[src/sds_pkg.sv]
// Shared constants and carrier types for the diagnostic status word block
package sds_pkg;

    // ==========================================================
    // Status word layout
    localparam int WORD_W = 16;
    localparam int MON_N = 5;
    localparam int BIT_PREWARN = 0;
    localparam int BIT_LED = 1;
    localparam int BIT_VINT_OK = 2;
    localparam int BIT_LS = 3;
    localparam int BIT_WDR = 4;
    localparam int BIT_MON_LO = 5;
    localparam int BIT_RSVD = 10;
    localparam int BIT_LIN = 11;
    localparam int BIT_VBAT_UV = 12;
    localparam int BIT_VBAT_OV = 13;
    localparam int BIT_SUPPLY = 14;
    localparam int BIT_VS_UV = 15;

    // ==========================================================
    // Control word layout
    localparam int CW_MODE_LO = 0;
    localparam int CW_CFG_LO = 3;
    localparam int CW_SUPPLY = 5;
    localparam int CW_LED = 6;
    localparam int CW_OVUV_DIS = 7;
    localparam int CW_LS_LO = 8;
    localparam int CW_MON_LO = 8;
    localparam int CW_WD_STOP = 15;
    localparam logic [1:0] CFG_GENERAL = 2'h0;
    localparam logic [1:0] CFG_SWITCH = 2'h1;

    // ==========================================================
    // Operating mode codes
    localparam logic [2:0] MODE_STANDBY = 3'h0;
    localparam logic [2:0] MODE_LIN_SLEEP = 3'h2;
    localparam logic [2:0] MODE_ACTIVE = 3'h3;
    localparam logic [2:0] MODE_SLEEP = 3'h4;
    localparam logic [2:0] MODE_RX_ONLY = 3'h6;
    localparam logic [2:0] MODE_STOP = 3'h7;

    // ==========================================================
    // Reset values and timing
    localparam logic [2:0] MODE_RESET = 3'h0;
    localparam logic [15:0] CTRL_RESET = 16'h0000;
    localparam int SYNC_STAGES = 2;
    localparam logic [1:0] ERR_BLANK_CYC = 2'h3;
    localparam logic [4:0] BITS_PER_FRAME = 5'h10;

    // ==========================================================
    // Serial frame states
    typedef enum logic [2:0] {
        SDS_IDLE = 3'b001,
        SDS_XFER = 3'b010,
        SDS_END  = 3'b100
    } sds_state_t;

    // ==========================================================
    // Analog and supervisor inputs, all asynchronous
    typedef struct packed {
        logic [4:0] mon;
        logic prewarn;
        logic led_fault;
        logic ls_fault;
        logic supply_fault;
        logic vbat_uv;
        logic vbat_ov;
        logic vs_uv;
        logic lin_fail;
        logic vint_uv;
        logic wd_reset;
        logic cur_high;
        logic vmon_ready;
        logic lin_wake;
        logic cyclic_end;
    } sds_fault_t;

    // Serial and fault line pins
    typedef struct packed {
        logic sclk;
        logic csn;
        logic di;
        logic err;
    } sds_pins_t;

endpackage : sds_pkg

[src/sds_status_word.sv]
// Diagnostic status word assembly, fault reactions and serial frame engine
//
// Contract
// Bits 0-4 report five faults both views
// Bits 5-9 monitor levels or wake sources
// Bit 11 LIN failure or LIN wake
// Bit 12 gated battery UV or cyclic end
// Bits 13,15 active-only, zero in wake view
// Bit 14 sensor supply fault both views
// Supply UV bit shows on second read
// Fault bits latched until next read-out
// Stop mode watchdog off only when idle
// Internal UV resets settings, flags fail bit
// Switch fault or error: off, flag, pulse; an error from the host gives no pulse
// LED or supply fault switches output off
// Battery UV/OV flag, optional LED shutdown
// LIN failure bit is not latched
// Wake drives data-out low, LIN rxd low
// Interface failure drives data-out high, ORed
// Watchdog reset flag cleared by any access
// First standby read shows wake view
// Reserved bit 10 reads zero
`timescale 1ns/1ns
module sds_status_word #(
    parameter int WORD_W = sds_pkg::WORD_W,
    parameter int MON_N = sds_pkg::MON_N
) (
    input wire logic i_ref_clk,
    input wire logic i_rst,
    input wire logic i_sclk,
    input wire logic i_csn,
    input wire logic i_di,
    input wire logic i_err,
    input wire logic i_spi_fail,
    input wire sds_pkg::sds_fault_t i_fault,
    output logic o_do,
    output logic o_rxd_low,
    output logic o_err,
    output logic o_err_oe,
    output logic [1:0] o_ls_en,
    output logic o_led_en,
    output logic o_supply_en,
    output logic o_wd_enable,
    output logic [2:0] o_mode
);
    generate
        if (WORD_W != 16 || MON_N != 5) begin : g_chk
            $error("sds_status_word serves a 16-bit word with 5 monitors");
        end
    endgenerate

    // ==========================================================
    // Input synchronisation
    sds_pkg::sds_fault_t flt_s;
    sds_pkg::sds_pins_t pin_s;
    sds_pkg::sds_pins_t pin_raw;
    localparam sds_pkg::sds_pins_t PIN_IDLE = '{sclk: 1'b0, csn: 1'b1,
                                                di: 1'b0, err: 1'b1};

    assign pin_raw = '{sclk: i_sclk, csn: i_csn, di: i_di, err: i_err};

    sds_sync #(
        .W($bits(sds_pkg::sds_fault_t))
    ) u_sync_flt (
        .i_ref_clk(i_ref_clk),
        .i_rst(i_rst),
        .i_d(i_fault),
        .o_q(flt_s)
    );

    sds_sync #(
        .W($bits(sds_pkg::sds_pins_t)),
        .RST(PIN_IDLE)
    ) u_sync_pin (
        .i_ref_clk(i_ref_clk),
        .i_rst(i_rst),
        .i_d(pin_raw),
        .o_q(pin_s)
    );

    // ==========================================================
    // Edge detection on synchronised signals
    logic sclk_d_r;
    logic csn_d_r;
    logic err_d_r;
    logic ls_flt_d_r;
    logic [4:0] mon_d_r;

    always_ff @(posedge i_ref_clk) begin
        if (i_rst) begin
            sclk_d_r <= 1'b0;
            csn_d_r <= 1'b1;
            err_d_r <= 1'b1;
            ls_flt_d_r <= 1'b0;
            mon_d_r <= 5'h00;
        end else begin
            sclk_d_r <= pin_s.sclk;
            csn_d_r <= pin_s.csn;
            err_d_r <= pin_s.err;
            ls_flt_d_r <= flt_s.ls_fault;
            mon_d_r <= flt_s.mon;
        end
    end

    logic sclk_rise;
    logic sclk_fall;
    logic csn_fall;
    logic csn_rise;
    assign sclk_rise = pin_s.sclk & ~sclk_d_r;
    assign sclk_fall = ~pin_s.sclk & sclk_d_r;
    assign csn_fall = ~pin_s.csn & csn_d_r;
    assign csn_rise = pin_s.csn & ~csn_d_r;

    // ==========================================================
    // Control registers
    logic [2:0] mode_r;
    logic [1:0] ls_en_r;
    logic led_en_r;
    logic supply_en_r;
    logic ovuv_dis_r;
    logic wd_cfg_r;
    logic [4:0] mon_act_r;
    logic vint_ev;
    logic mode_active;
    logic mode_saving;
    logic mode_standby;

    assign vint_ev = flt_s.vint_uv;
    assign mode_active = (mode_r == sds_pkg::MODE_ACTIVE) |
                         (mode_r == sds_pkg::MODE_LIN_SLEEP);
    assign mode_saving = (mode_r == sds_pkg::MODE_SLEEP) |
                         (mode_r == sds_pkg::MODE_STOP);
    assign mode_standby = (mode_r == sds_pkg::MODE_STANDBY);

    // ==========================================================
    // Sticky status flags
    localparam int NST = 15;
    localparam int S_PREWARN = 0;
    localparam int S_LED = 1;
    localparam int S_LS = 2;
    localparam int S_WDR = 3;
    localparam int S_SUPPLY = 4;
    localparam int S_VBAT_UV = 5;
    localparam int S_VBAT_OV = 6;
    localparam int S_VS_UV = 7;
    localparam int S_LIN_WAKE = 8;
    localparam int S_CYC = 9;
    localparam int S_MON_LO = 10;

    logic [NST-1:0] st_set;
    logic [NST-1:0] st_clr;
    logic [NST-1:0] st_flag;
    logic frame_ok;
    logic frame_end;
    logic wake_view;
    logic err_fall;
    logic ls_event;
    logic [4:0] mon_wake;
    logic [1:0] err_blank_r;

    // A micro error is a low edge on the fault line that we did not make
    assign err_fall = ~pin_s.err & err_d_r & (err_blank_r == 2'h0);
    assign ls_event = flt_s.ls_fault | err_fall;
    assign mon_wake = {5{mode_saving}} & mon_act_r &
                      (flt_s.mon ^ mon_d_r);

    always_comb begin
        st_set = '0;
        st_set[S_PREWARN] = flt_s.prewarn;
        st_set[S_LED] = flt_s.led_fault;
        st_set[S_LS] = ls_event;
        st_set[S_WDR] = flt_s.wd_reset;
        st_set[S_SUPPLY] = flt_s.supply_fault;
        st_set[S_VBAT_UV] = flt_s.vbat_uv & mode_active &
                            flt_s.vmon_ready;
        st_set[S_VBAT_OV] = flt_s.vbat_ov & mode_active;
        st_set[S_VS_UV] = flt_s.vs_uv & mode_active;
        st_set[S_LIN_WAKE] = flt_s.lin_wake & mode_saving;
        st_set[S_CYC] = flt_s.cyclic_end & (mode_r == sds_pkg::MODE_STOP);
        st_set[S_MON_LO +: 5] = mon_wake;
    end

    // ==========================================================
    // Serial frame engine
    sds_pkg::sds_state_t state_r;
    logic [4:0] bit_cnt_r;
    logic [15:0] tx_sr_r;
    logic [15:0] rx_sr_r;
    logic [15:0] word_nxt;
    logic [1:0] cfg_sel;
    logic load;

    assign load = csn_fall;
    assign frame_end = (state_r == sds_pkg::SDS_END);
    assign frame_ok = frame_end & (bit_cnt_r == sds_pkg::BITS_PER_FRAME);
    assign cfg_sel = rx_sr_r[sds_pkg::CW_CFG_LO +: 2];

    always_ff @(posedge i_ref_clk) begin
        if (i_rst || vint_ev) begin
            state_r <= sds_pkg::SDS_IDLE;
        end else begin
            case (state_r)
                sds_pkg::SDS_IDLE: begin
                    if (csn_fall) begin
                        state_r <= sds_pkg::SDS_XFER;
                    end
                end
                sds_pkg::SDS_XFER: begin
                    if (csn_rise) begin
                        state_r <= sds_pkg::SDS_END;
                    end
                end
                sds_pkg::SDS_END: begin
                    state_r <= sds_pkg::SDS_IDLE;
                end
                default: begin
                    state_r <= sds_pkg::SDS_IDLE;
                end
            endcase
        end
    end

    // Saturates so an overlong frame is refused, not wrapped
    always_ff @(posedge i_ref_clk) begin
        if (i_rst || load) begin
            bit_cnt_r <= 5'h00;
        end else if (sclk_rise && (state_r == sds_pkg::SDS_XFER) &&
                     (bit_cnt_r != 5'h1F)) begin
            bit_cnt_r <= bit_cnt_r + 5'h01;
        end
    end

    // Bit 0 first in both directions
    always_ff @(posedge i_ref_clk) begin
        if (i_rst) begin
            rx_sr_r <= 16'h0000;
        end else if (sclk_rise && (state_r == sds_pkg::SDS_XFER)) begin
            rx_sr_r <= {pin_s.di, rx_sr_r[15:1]};
        end
    end

    always_ff @(posedge i_ref_clk) begin
        if (i_rst) begin
            tx_sr_r <= 16'h0000;
        end else if (load) begin
            tx_sr_r <= word_nxt;
        end else if (sclk_fall && (state_r == sds_pkg::SDS_XFER)) begin
            tx_sr_r <= {1'b1, tx_sr_r[15:1]};
        end
    end

    // ==========================================================
    // Sticky flags, cleared by every read-out
    logic [NST-1:0] rpt;
    logic vint_ok_r;
    logic vs_uv_arm_r;

    always_comb begin
        st_clr = {NST{vint_ev | load}};
    end

    sds_sticky #(
        .W(NST)
    ) u_sticky (
        .i_ref_clk(i_ref_clk),
        .i_rst(i_rst),
        .i_set(st_set),
        .i_clr(st_clr),
        .o_flag(st_flag)
    );

    // An event present at load time is reported at once
    assign rpt = st_flag | st_set;

    // Supply UV is only shown once a previous read already saw it
    always_ff @(posedge i_ref_clk) begin
        if (i_rst || vint_ev) begin
            vint_ok_r <= 1'b0;
            vs_uv_arm_r <= 1'b0;
        end else if (load) begin
            vint_ok_r <= 1'b1;
            vs_uv_arm_r <= rpt[S_VS_UV];
        end
    end

    // ==========================================================
    // Status word assembly
    always_comb begin
        word_nxt = 16'h0000;
        word_nxt[sds_pkg::BIT_PREWARN] = rpt[S_PREWARN];
        word_nxt[sds_pkg::BIT_LED] = rpt[S_LED];
        word_nxt[sds_pkg::BIT_VINT_OK] = vint_ok_r;
        word_nxt[sds_pkg::BIT_LS] = rpt[S_LS];
        word_nxt[sds_pkg::BIT_WDR] = rpt[S_WDR];
        word_nxt[sds_pkg::BIT_SUPPLY] = rpt[S_SUPPLY];
        word_nxt[sds_pkg::BIT_RSVD] = 1'b0;
        if (wake_view) begin
            word_nxt[sds_pkg::BIT_MON_LO +: 5] = rpt[S_MON_LO +: 5];
            word_nxt[sds_pkg::BIT_LIN] = rpt[S_LIN_WAKE];
            word_nxt[sds_pkg::BIT_VBAT_UV] = rpt[S_CYC];
            word_nxt[sds_pkg::BIT_VBAT_OV] = 1'b0;
            word_nxt[sds_pkg::BIT_VS_UV] = 1'b0;
        end else begin
            word_nxt[sds_pkg::BIT_MON_LO +: 5] = flt_s.mon & mon_act_r;
            word_nxt[sds_pkg::BIT_LIN] = flt_s.lin_fail;
            word_nxt[sds_pkg::BIT_VBAT_UV] = rpt[S_VBAT_UV];
            word_nxt[sds_pkg::BIT_VBAT_OV] = rpt[S_VBAT_OV];
            word_nxt[sds_pkg::BIT_VS_UV] = rpt[S_VS_UV] & vs_uv_arm_r;
        end
    end

    // ==========================================================
    // Wake-up signalling
    logic wake_ev;
    logic wake_pend_r;
    logic wake_do_r;
    logic rxd_low_r;

    assign wake_ev = st_set[S_LIN_WAKE] | st_set[S_CYC] | (|mon_wake);
    assign wake_view = mode_standby & wake_pend_r;

    always_ff @(posedge i_ref_clk) begin
        if (i_rst || vint_ev) begin
            wake_pend_r <= 1'b0;
        end else if (wake_ev) begin
            wake_pend_r <= 1'b1;
        end else if (load && mode_standby) begin
            wake_pend_r <= 1'b0;
        end
    end

    always_ff @(posedge i_ref_clk) begin
        if (i_rst || vint_ev) begin
            wake_do_r <= 1'b0;
            rxd_low_r <= 1'b0;
        end else begin
            if (wake_ev) begin
                wake_do_r <= 1'b1;
            end else if (load) begin
                wake_do_r <= 1'b0;
            end
            if (st_set[S_LIN_WAKE]) begin
                rxd_low_r <= 1'b1;
            end else if (load) begin
                rxd_low_r <= 1'b0;
            end
        end
    end

    // Forcing high already covers the OR with the shift register bit tx_sr_r[0]
    always_comb begin
        if (!pin_s.csn) begin
            o_do = i_spi_fail | tx_sr_r[0];
        end else begin
            o_do = ~wake_do_r;
        end
    end

    // ==========================================================
    // Mode, configuration and output enables
    logic led_trip;
    logic wd_en_r;
    logic err_pulse_r;

    assign led_trip = st_set[S_LED] | (~ovuv_dis_r &
                      (st_set[S_VBAT_UV] | st_set[S_VBAT_OV]));

    always_ff @(posedge i_ref_clk) begin
        if (i_rst || vint_ev) begin
            mode_r <= sds_pkg::MODE_RESET;
        end else if (wake_ev) begin
            mode_r <= sds_pkg::MODE_STANDBY;
        end else if (frame_ok) begin
            mode_r <= rx_sr_r[sds_pkg::CW_MODE_LO +: 3];
        end
    end

    always_ff @(posedge i_ref_clk) begin
        if (i_rst || vint_ev) begin
            mon_act_r <= 5'h00;
            wd_cfg_r <= 1'b0;
        end else if (frame_ok) begin
            wd_cfg_r <= rx_sr_r[sds_pkg::CW_WD_STOP];
            if (cfg_sel == sds_pkg::CFG_GENERAL) begin
                mon_act_r <= rx_sr_r[sds_pkg::CW_MON_LO +: 5];
            end
        end
    end

    // A fault in the same cycle as a command wins
    always_ff @(posedge i_ref_clk) begin
        if (i_rst || vint_ev) begin
            ls_en_r <= 2'h0;
            led_en_r <= 1'b0;
            supply_en_r <= 1'b0;
            ovuv_dis_r <= 1'b0;
        end else begin
            if (frame_ok && (cfg_sel == sds_pkg::CFG_SWITCH)) begin
                ls_en_r <= rx_sr_r[sds_pkg::CW_LS_LO +: 2];
                led_en_r <= rx_sr_r[sds_pkg::CW_LED];
                supply_en_r <= rx_sr_r[sds_pkg::CW_SUPPLY];
                ovuv_dis_r <= rx_sr_r[sds_pkg::CW_OVUV_DIS];
            end
            if (ls_event) begin
                ls_en_r <= 2'h0;
            end
            if (led_trip) begin
                led_en_r <= 1'b0;
            end
            if (st_set[S_SUPPLY]) begin
                supply_en_r <= 1'b0;
            end
        end
    end

    always_ff @(posedge i_ref_clk) begin
        if (i_rst || vint_ev) begin
            wd_en_r <= 1'b1;
        end else if (mode_r == sds_pkg::MODE_STOP) begin
            wd_en_r <= wd_cfg_r | flt_s.cur_high;
        end else if (mode_r == sds_pkg::MODE_SLEEP) begin
            wd_en_r <= wd_cfg_r;
        end else begin
            wd_en_r <= 1'b1;
        end
    end

    // One-cycle low pulse on the fault line, blanked on its way back
    always_ff @(posedge i_ref_clk) begin
        if (i_rst) begin
            err_pulse_r <= 1'b0;
            err_blank_r <= 2'h0;
        end else begin
            err_pulse_r <= flt_s.ls_fault & ~ls_flt_d_r;
            if (flt_s.ls_fault & ~ls_flt_d_r) begin
                err_blank_r <= sds_pkg::ERR_BLANK_CYC;
            end else if (err_blank_r != 2'h0) begin
                err_blank_r <= err_blank_r - 2'h1;
            end
        end
    end

    assign o_err = ~err_pulse_r;
    assign o_err_oe = err_pulse_r;
    assign o_rxd_low = rxd_low_r;
    assign o_ls_en = ls_en_r;
    assign o_led_en = led_en_r;
    assign o_supply_en = supply_en_r;
    assign o_wd_enable = wd_en_r;
    assign o_mode = mode_r;
endmodule : sds_status_word

[src/sds_sync.sv]
// Multi-bit two-stage input synchroniser
`timescale 1ns/1ns
module sds_sync #(
    parameter int W = 1,
    parameter int STAGES = sds_pkg::SYNC_STAGES,
    parameter logic [W-1:0] RST = '0
) (
    input wire logic i_ref_clk,
    input wire logic i_rst,
    input wire logic [W-1:0] i_d,
    output logic [W-1:0] o_q
);
    generate
        if (STAGES < 2 || W < 1) begin : g_chk
            $error("sds_sync needs at least two stages and one bit");
        end
    endgenerate

    logic [W-1:0] stg_r [STAGES];

    always_ff @(posedge i_ref_clk) begin
        if (i_rst) begin
            for (int k = 0; k < STAGES; k++) begin
                stg_r[k] <= RST;
            end
        end else begin
            stg_r[0] <= i_d;
            for (int k = 1; k < STAGES; k++) begin
                stg_r[k] <= stg_r[k-1];
            end
        end
    end

    assign o_q = stg_r[STAGES-1];
endmodule : sds_sync

[src/sds_sticky.sv]
// Bank of sticky flags where a set beats a clear in the same cycle
`timescale 1ns/1ns
module sds_sticky #(
    parameter int W = 1
) (
    input wire logic i_ref_clk,
    input wire logic i_rst,
    input wire logic [W-1:0] i_set,
    input wire logic [W-1:0] i_clr,
    output logic [W-1:0] o_flag
);
    generate
        if (W < 1) begin : g_chk
            $error("sds_sticky needs at least one bit");
        end
    endgenerate

    always_ff @(posedge i_ref_clk) begin
        if (i_rst) begin
            o_flag <= '0;
        end else begin
            o_flag <= (o_flag & ~i_clr) | i_set;
        end
    end
endmodule : sds_sticky

[config.mk]
export PLATFORM = sky130hd
export DESIGN_NAME = sds_status_word
export DESIGN_NICKNAME = d
export VERILOG_FILES = /design/src/sds_pkg.sv /design/src/sds_status_word.sv /design/src/sds_sync.sv /design/src/sds_sticky.sv
export SDC_FILE = /design/constraint.sdc
export NUM_CORES = 1
export LEC_CHECK = 0
export BUFFER_PORTS_ARGS = -buffer_cell sky130_fd_sc_hd__buf_4
export CELL_PAD_IN_SITES_DETAIL_PLACEMENT = 1
export CELL_PAD_IN_SITES_GLOBAL_PLACEMENT = 1
export CORE_MARGIN = 2
export CORE_UTILIZATION = 47
export CTS_CLUSTER_DIAMETER = 120
export DETAILED_ROUTE_END_ITERATION = 8
export GPL_TIMING_DRIVEN = 0
export PLACE_DENSITY_LB_ADDON = 0.12
export REMOVE_ABC_BUFFERS = 1
export SYNTH_ARGS = -nofsm -noshare
export SYNTH_HDL_FRONTEND = slang
export SYNTH_HIERARCHICAL = 1
export SYNTH_SLANG_ARGS = --single-unit
[constraint.sdc]
create_clock -name i_ref_clk -period 2.25 [get_ports i_ref_clk]
set_input_delay 0.1125 -clock i_ref_clk [delete_from_list [all_inputs] [get_ports i_ref_clk]]
set_output_delay 0.1125 -clock i_ref_clk [all_outputs]
set_load 0.02 [all_outputs]
== Yosys cells after proc, flatten, opt, wreduce, memory -nomap -nowiden ==
Memory sizes are Yosys's and may differ from the RTL's.
Cells that the tools add are included.

* Output and inout port bits: 12
* Flip-flop bits (word level): 87
* Memory bits (writable): 46
* Memories: 2

{| class="wikitable"
|+ Memory list
! name !! words !! width !! rd ports !! clocked after memory_dff !! wr ports !! RTL line !! text
|-
| u_sync_flt.stg_r || 2 || 19 || 2 || 0 || 2 || sds_sync.sv:19 || <nowiki>logic [W-1:0] stg_r [STAGES];</nowiki>
|-
| u_sync_pin.stg_r || 2 || 4 || 2 || 0 || 2 || sds_sync.sv:19 ||
|}

* Reductions and logical operators: 24
* Muxes and demuxes: 25
* Bitwise gates (word level): 48
* Add/subtract/negate cells: 2
* Eq/ne operators: 12

{| class="wikitable"
|+ Operators with widths
! cell !! count
|-
| two-way mux 19 bit || 2
|-
| two-way mux 16 bit || 2
|-
| OR 15 bit || 2
|-
| bitwise AND 1 bit || 17
|-
| bitwise AND 15 bit || 1
|-
| bitwise AND 5 bit || 3
|-
| NOT 15 bit || 1
|-
| OR 1 bit || 14
|-
| two-way mux 1 bit || 12
|-
| nonzero test 2 bit || 6
|-
| OR reduction 2 bit || 5
|-
| equality test 3 x 2 -> 1 bit (second input constant) || 3
|-
| equality test 3 bit (second input constant) || 3
|-
| two-way mux 3 bit || 3
|-
| NOT 1 bit || 9
|-
| two-way mux 4 bit || 2
|-
| one-hot mux 3 bit (2 select lines) || 1
|-
| adder 5 x 1 -> 5 bit (second input constant) || 1
|-
| equality test 5 bit (second input constant) || 1
|-
| logical AND 1 bit || 5
|-
| two-way mux 5 bit || 1
|-
| inequality test 5 bit (second input constant) || 1
|-
| OR reduction 5 bit || 1
|-
| bitwise XOR 5 bit || 1
|-
| other kinds (9) || 14
|}

== Longest topological paths before layout ==
An unclocked memory read counts as a cell.

* Depth after elaboration: 9
* Mapped depth: 7

== By module ==
Netlist, hierarchy kept.

{| class="wikitable"
|+ By module, submodules not included
! module !! times used !! cells an instance !! area an instance (µm²)
|-
| sds_status_word || 1 || 337 || 3,133.0
|-
| sds_sync at u_sync_flt || 1 || 99 || 1,355.0
|-
| sds_sticky || 1 || 61 || 536.8
|-
| sds_sync at u_sync_pin || 1 || 20 || 240.2
|}

== Worst setup path after synthesis ==
Ideal clock, no wire load.

* Kind: flip-flop to flip-flop
* Start: register mode_r[0], in the netlist o_mode[0]
* End: register wake_do_r
* Arrival time: 1.702 ns
* Setup slack: 0.428 ns
* Required time: 2.130 ns
* Cell stages (with the launch flop): 6
* Period minus slack after synthesis: 1.822 ns
* Cells stage by stage: dfxtp_1 buf_6 xnor2_2 and4_1 or4_4 o31a_1

* Cells in the longest elaborated chain, start to end: 7
* Elaborated cells between the ends (all ways): 12
* Those cells by class: eq/ne: 2; mux: 1; bitwise: 7; reduce/logical: 2

{| class="wikitable"
|+ RTL lines
! element !! RTL line !! text
|-
| from (decl) || sds_status_word.sv:116 || <nowiki>logic [2:0] mode_r;</nowiki>
|-
| from (signal assigned) || sds_status_word.sv:370 || <nowiki>mode_r <= sds_pkg::MODE_RESET;</nowiki>
|-
| from (signal assigned) || sds_status_word.sv:372 || <nowiki>mode_r <= sds_pkg::MODE_STANDBY;</nowiki>
|-
| from (signal assigned) || sds_status_word.sv:374 || <nowiki>mode_r <= rx_sr_r[sds_pkg::CW_MODE_LO +: 3];</nowiki>
|-
| equality test 3 bit, on equally long branches || sds_status_word.sv:131, sds_status_word.sv:132 ||
|-
| OR 1 bit * || sds_status_word.sv:131 || <nowiki>assign mode_saving = (mode_r == sds_pkg::MODE_SLEEP) |</nowiki>
|-
| bitwise AND 5 bit * (2 in series) || sds_status_word.sv:164 || <nowiki>assign mon_wake = {5{mode_saving}} & mon_act_r &</nowiki>
|-
| net mon_wake[1] || sds_status_word.sv:158 || <nowiki>logic [4:0] mon_wake;</nowiki>
|-
| OR reduction 5 bit * || sds_status_word.sv:319 || <nowiki>assign wake_ev = st_set[S_LIN_WAKE] | st_set[S_CYC] | (|mon_wake);</nowiki>
|-
| OR 1 bit * || sds_status_word.sv:319 ||
|-
| two-way mux 1 bit / nonzero test 2 bit (equally long branches) || -- ||
|-
| to (signal assigned) || sds_status_word.sv:334 || <nowiki>wake_do_r <= 1'b0;</nowiki>
|-
| to (signal assigned) || sds_status_word.sv:338 || <nowiki>wake_do_r <= 1'b1;</nowiki>
|-
| to (signal assigned) || sds_status_word.sv:340 || <nowiki>wake_do_r <= 1'b0;</nowiki>
|-
| to (decl) || sds_status_word.sv:316 || <nowiki>logic wake_do_r;</nowiki>
|}

Mark *: on every way through the listed nets, which the timed path passes. The rest lies on a longest branch.
A chain may end at the register's enable or synchronous reset.

== Worst setup path after layout ==
* Start: register mode_r[1], in the netlist o_mode[1]
* End: register wake_pend_r

* Cells in the longest elaborated chain, start to end: 7
* Elaborated cells between the ends (all ways): 14
* Those cells by class: eq/ne: 2; mux: 1; bitwise: 7; reduce/logical: 4

{| class="wikitable"
|+ RTL lines
! element !! RTL line !! text
|-
| equality test 3 bit, on equally long branches || sds_status_word.sv:131, sds_status_word.sv:132 ||
|-
| OR 1 bit * || sds_status_word.sv:131 ||
|-
| bitwise AND 5 bit * (2 in series) || sds_status_word.sv:164 ||
|-
| net mon_wake[1] || sds_status_word.sv:158 ||
|-
| OR reduction 5 bit * || sds_status_word.sv:319 ||
|-
| OR 1 bit * || sds_status_word.sv:319 ||
|-
| two-way mux 1 bit / nonzero test 2 bit (equally long branches) || -- ||
|-
| to (signal assigned) || sds_status_word.sv:324 || <nowiki>wake_pend_r <= 1'b0;</nowiki>
|-
| to (signal assigned) || sds_status_word.sv:326 || <nowiki>wake_pend_r <= 1'b1;</nowiki>
|-
| to (signal assigned) || sds_status_word.sv:328 || <nowiki>wake_pend_r <= 1'b0;</nowiki>
|-
| to (decl) || sds_status_word.sv:315 || <nowiki>logic wake_pend_r;</nowiki>
|}

Marks and branches as above.

==> impl_metrics.env <==
export IMPL_path_max_fanout=11
export IMPL_end_kind="register"
export IMPL_synth_area_top_cells="dfxtp_1 51%, mux2i_1 5.9%, nor2b_4 5.2%"
export IMPL_port_buffers=37
export IMPL_viasPerCell=5.09
export IMPL_first_pass_iters=4
export IMPL_antennaDiodeCount=0
export IMPL_vias=3568
export IMPL_switching_power_mw=1.17
export IMPL_root_buffer="clkbuf_8"
export IMPL_yosysWarnings=6
export IMPL_ios=38
export IMPL_cts_sink_count=133
export IMPL_synth_common_cells="133 x dfxtp_1, 42 x a21oi_1, 40 x nand2_1"
export IMPL_drv_slew=0
export IMPL_start_kind="register"
export IMPL_drive_above_1_share_pct=18.5
export IMPL_tightest_slew_ns=0.836
export IMPL_nets=578
export IMPL_synth_top_area_share_pct=50.6
export IMPL_grt_pass1_vias=3643
export IMPL_ir_drop_uv=645
export IMPL_power_frac_clock_pct=49.7
export IMPL_final_cell_area_um2=6250
export IMPL_chipWidth_um=110
export IMPL_fin_total_pwr_mw=5.59
export IMPL_clock_skew_ns=0.00762
export IMPL_cts_tree="built"
export IMPL_die_area_um2=12100
export IMPL_ys_ff_latch=133
export IMPL_post_cts_buffers=0
export IMPL_route_detailed_drc=0
export IMPL_h_tree_depth=4
export IMPL_hold_class="in2reg"
export IMPL_combinationalPowerShare_pct=6.0
export IMPL_post_dp_cell_area_um2=5360
export IMPL_worstPathArrival_ns=2.47
export IMPL_setup_viol=0
export IMPL_synth_top_area_cell="dfxtp_1"
export IMPL_grt_pass1_wl_mm=17.6
export IMPL_min_period_ns=2.05
export IMPL_grt_max_degree=107
export IMPL_synth_edf_count=0
export IMPL_required_ns=2.67
export IMPL_dp_hpwl_mm=6.61
export IMPL_finalHoldViolations=0
export IMPL_grtUsageTotal_pct=19.5
export IMPL_path_class="reg2reg"
export IMPL_powerDensity_nw_per_um2=894
export IMPL_yosysSeqAreaShare_pct=50.6
export IMPL_core_area_um2=10900
export IMPL_avgSynthCellArea_um2=10.2
export IMPL_synth_most_common_cell="dfxtp_1"
export IMPL_cts_buffers=17
export IMPL_slew_headroom_pct=43.8
export IMPL_synth_main_ff_cell="dfxtp_1"
export IMPL_power_leakage_nw=2.59
export IMPL_place_congestion=0.749
export IMPL_clkLatencyLatePin_ns=0.53
export IMPL_antenna_found_initial=0
export IMPL_drtIter0Drc=83
export IMPL_max_cap_violations=0
export IMPL_syn_area_um2=5270
export IMPL_cts_buffer_depth=2
export IMPL_async_flop_share_pct=0
export IMPL_syn_inst=517
export IMPL_post_route_period_util_pct=91.2
export IMPL_num_rows=38
export IMPL_cell_internal_pwr_mw=4.42
export IMPL_detail_route_wl_per_cell_um=15.4
export IMPL_wl_mm=10.8
export IMPL_synth_cell_type_count=48
export IMPL_rsz0062_at_grt="false"
export IMPL_max_freq_ghz=0.487
export IMPL_die_h_um=110
export IMPL_antenna_left=0
export IMPL_outcome="finished, final reports clean"
export IMPL_p_seq_share_pct=44.3
export IMPL_path_clk_slew_ns=0.06
export IMPL_grt_overflow=0
export IMPL_areaGrowthSynthToFinish_pct=18.8
export IMPL_swShare_pct=20.9
export IMPL_initial_core_util_pct=48.4
==> sequential cells by signal (all words and copies together), names as in the netlist, 2 cells and up <==
name              count
u_sticky/o_flag      15
u_sync_pin/stg_r      8
state_r               3
rx_sr_r              16
o_mode                3
o_ls_en               2
mon_d_r               5
tx_sr_r              16
mon_act_r             5
u_sync_flt/stg_r     38
bit_cnt_r             5
err_blank_r           2
==> cell usage in the layout, fill, tap and decap left out, types with 4 or more instances in the layout <==
cell type | Yosys | layout
dlygate4sd3_1 | 0 | 24
a21oi_1 | 42 | 42
or2_2 | 5 | 5
a211oi_1 | 19 | 19
clkbuf_16 | 0 | 16
nand2_1 | 40 | 40
inv_1 | 23 | 23
mux2i_1 | 31 | 31
nor2b_4 | 20 | 20
ha_1 | 4 | 4
nor4_1 | 5 | 5
nand2b_1 | 21 | 20
nor2b_1 | 27 | 27
nor3_1 | 11 | 11
nor2_1 | 23 | 22
buf_4 | 23 | 36
and2b_1 | 6 | 6
and3_1 | 8 | 8
xor2_1 | 6 | 6
clkbuf_8 | 0 | 5
or2_1 | 4 | 4
dfxtp_1 | 133 | 133
==> power groups by stage <==
stage	clock network, mW	logic (mW)	registers [mW]
floorplan	0	0.178	2.51
global placement	0	0.276	2.52
detailed placement	0	0.293	2.53
CTS	2.84	0.330	2.48
global route	2.94	0.367	2.48
finish	2.78	0.333	2.48
==> worst max-delay path, stage by stage, from the launching register on <==
cell and delay, ns:
dfxtp_1 0.61, xnor2_2 0.19, and4_1 0.26, or4_4 0.57
o31a_1 0.31
==> final timing paths <==
kind | from | end | cells after the start | slack [ns]
worst min-delay path | i_err | u_sync_pin/stg_r[0][0] | 3 | 0.31
worst max register to register | o_mode[1] | wake_pend_r | 4 | 0.20
worst max-delay path | o_mode[1] | wake_pend_r | 4 | 0.20
worst min register to register | u_sync_pin/stg_r[0][0] | u_sync_pin/stg_r[0][4] | 1 | 0.40
==> through the flow <==
step / instances / hold slack, ns / util, % / setup TNS (ns) / worst slack, ns
4_1_cts: 699 / 0.288 / 57.0 / 0 / 0.00993
5_1_grt: 701 / 0.313 / 57.4 / 0 / 0.0273
2_1_floorplan: 467 / 0.177 / - / 0 / 0.354
3_3_place_gp: 644 / 0.296 / 49.2 / -8.30 / -0.555
6_report: 701 / 0.312 / 57.4 / 0 / 0.199
3_5_place_dp: 644 / 0.297 / 49.2 / -8.15 / -0.557
==> area by class of cell <==
cell class / count / area [um2]
repair buffers: 62 / 549
multi-input cells: 311 / 2180
flip-flops and latches: 133 / 2660
clock buffers: 24 / 480
clock inverters: 8 / 121
fillers: 1188 / 4630
inverters: 23 / 86.3
well taps: 140 / 175
==> cell families after synthesis <==
logic type	after synthesis	share of synthesized area, %
compound gates	70	8.17
fa+ha+maj	4	0.951
flops	133	50.6
buf+inv	73	8.41
mux	32	6.11
xor+xnor	10	1.81
simple gates	195	24.0
==> what timing repair did <==
item,CTS,global route
hold buffers,23,1
pin swaps,0,0
gates resized for setup,3,3
endpoints found under the hold margin,23,14
endpoints found under the setup margin,21,18
==> layer usage <==
layer	GRT usage, %	vias up	part of all wire (%)
met1	23.5	1738	45
met4	7.69	0	1.6
met3	5.87	15	2.8
li1	-	1769	-
met5	0	-	0
met2	32.7	46	50
Power figures use the tool's default switching activity.
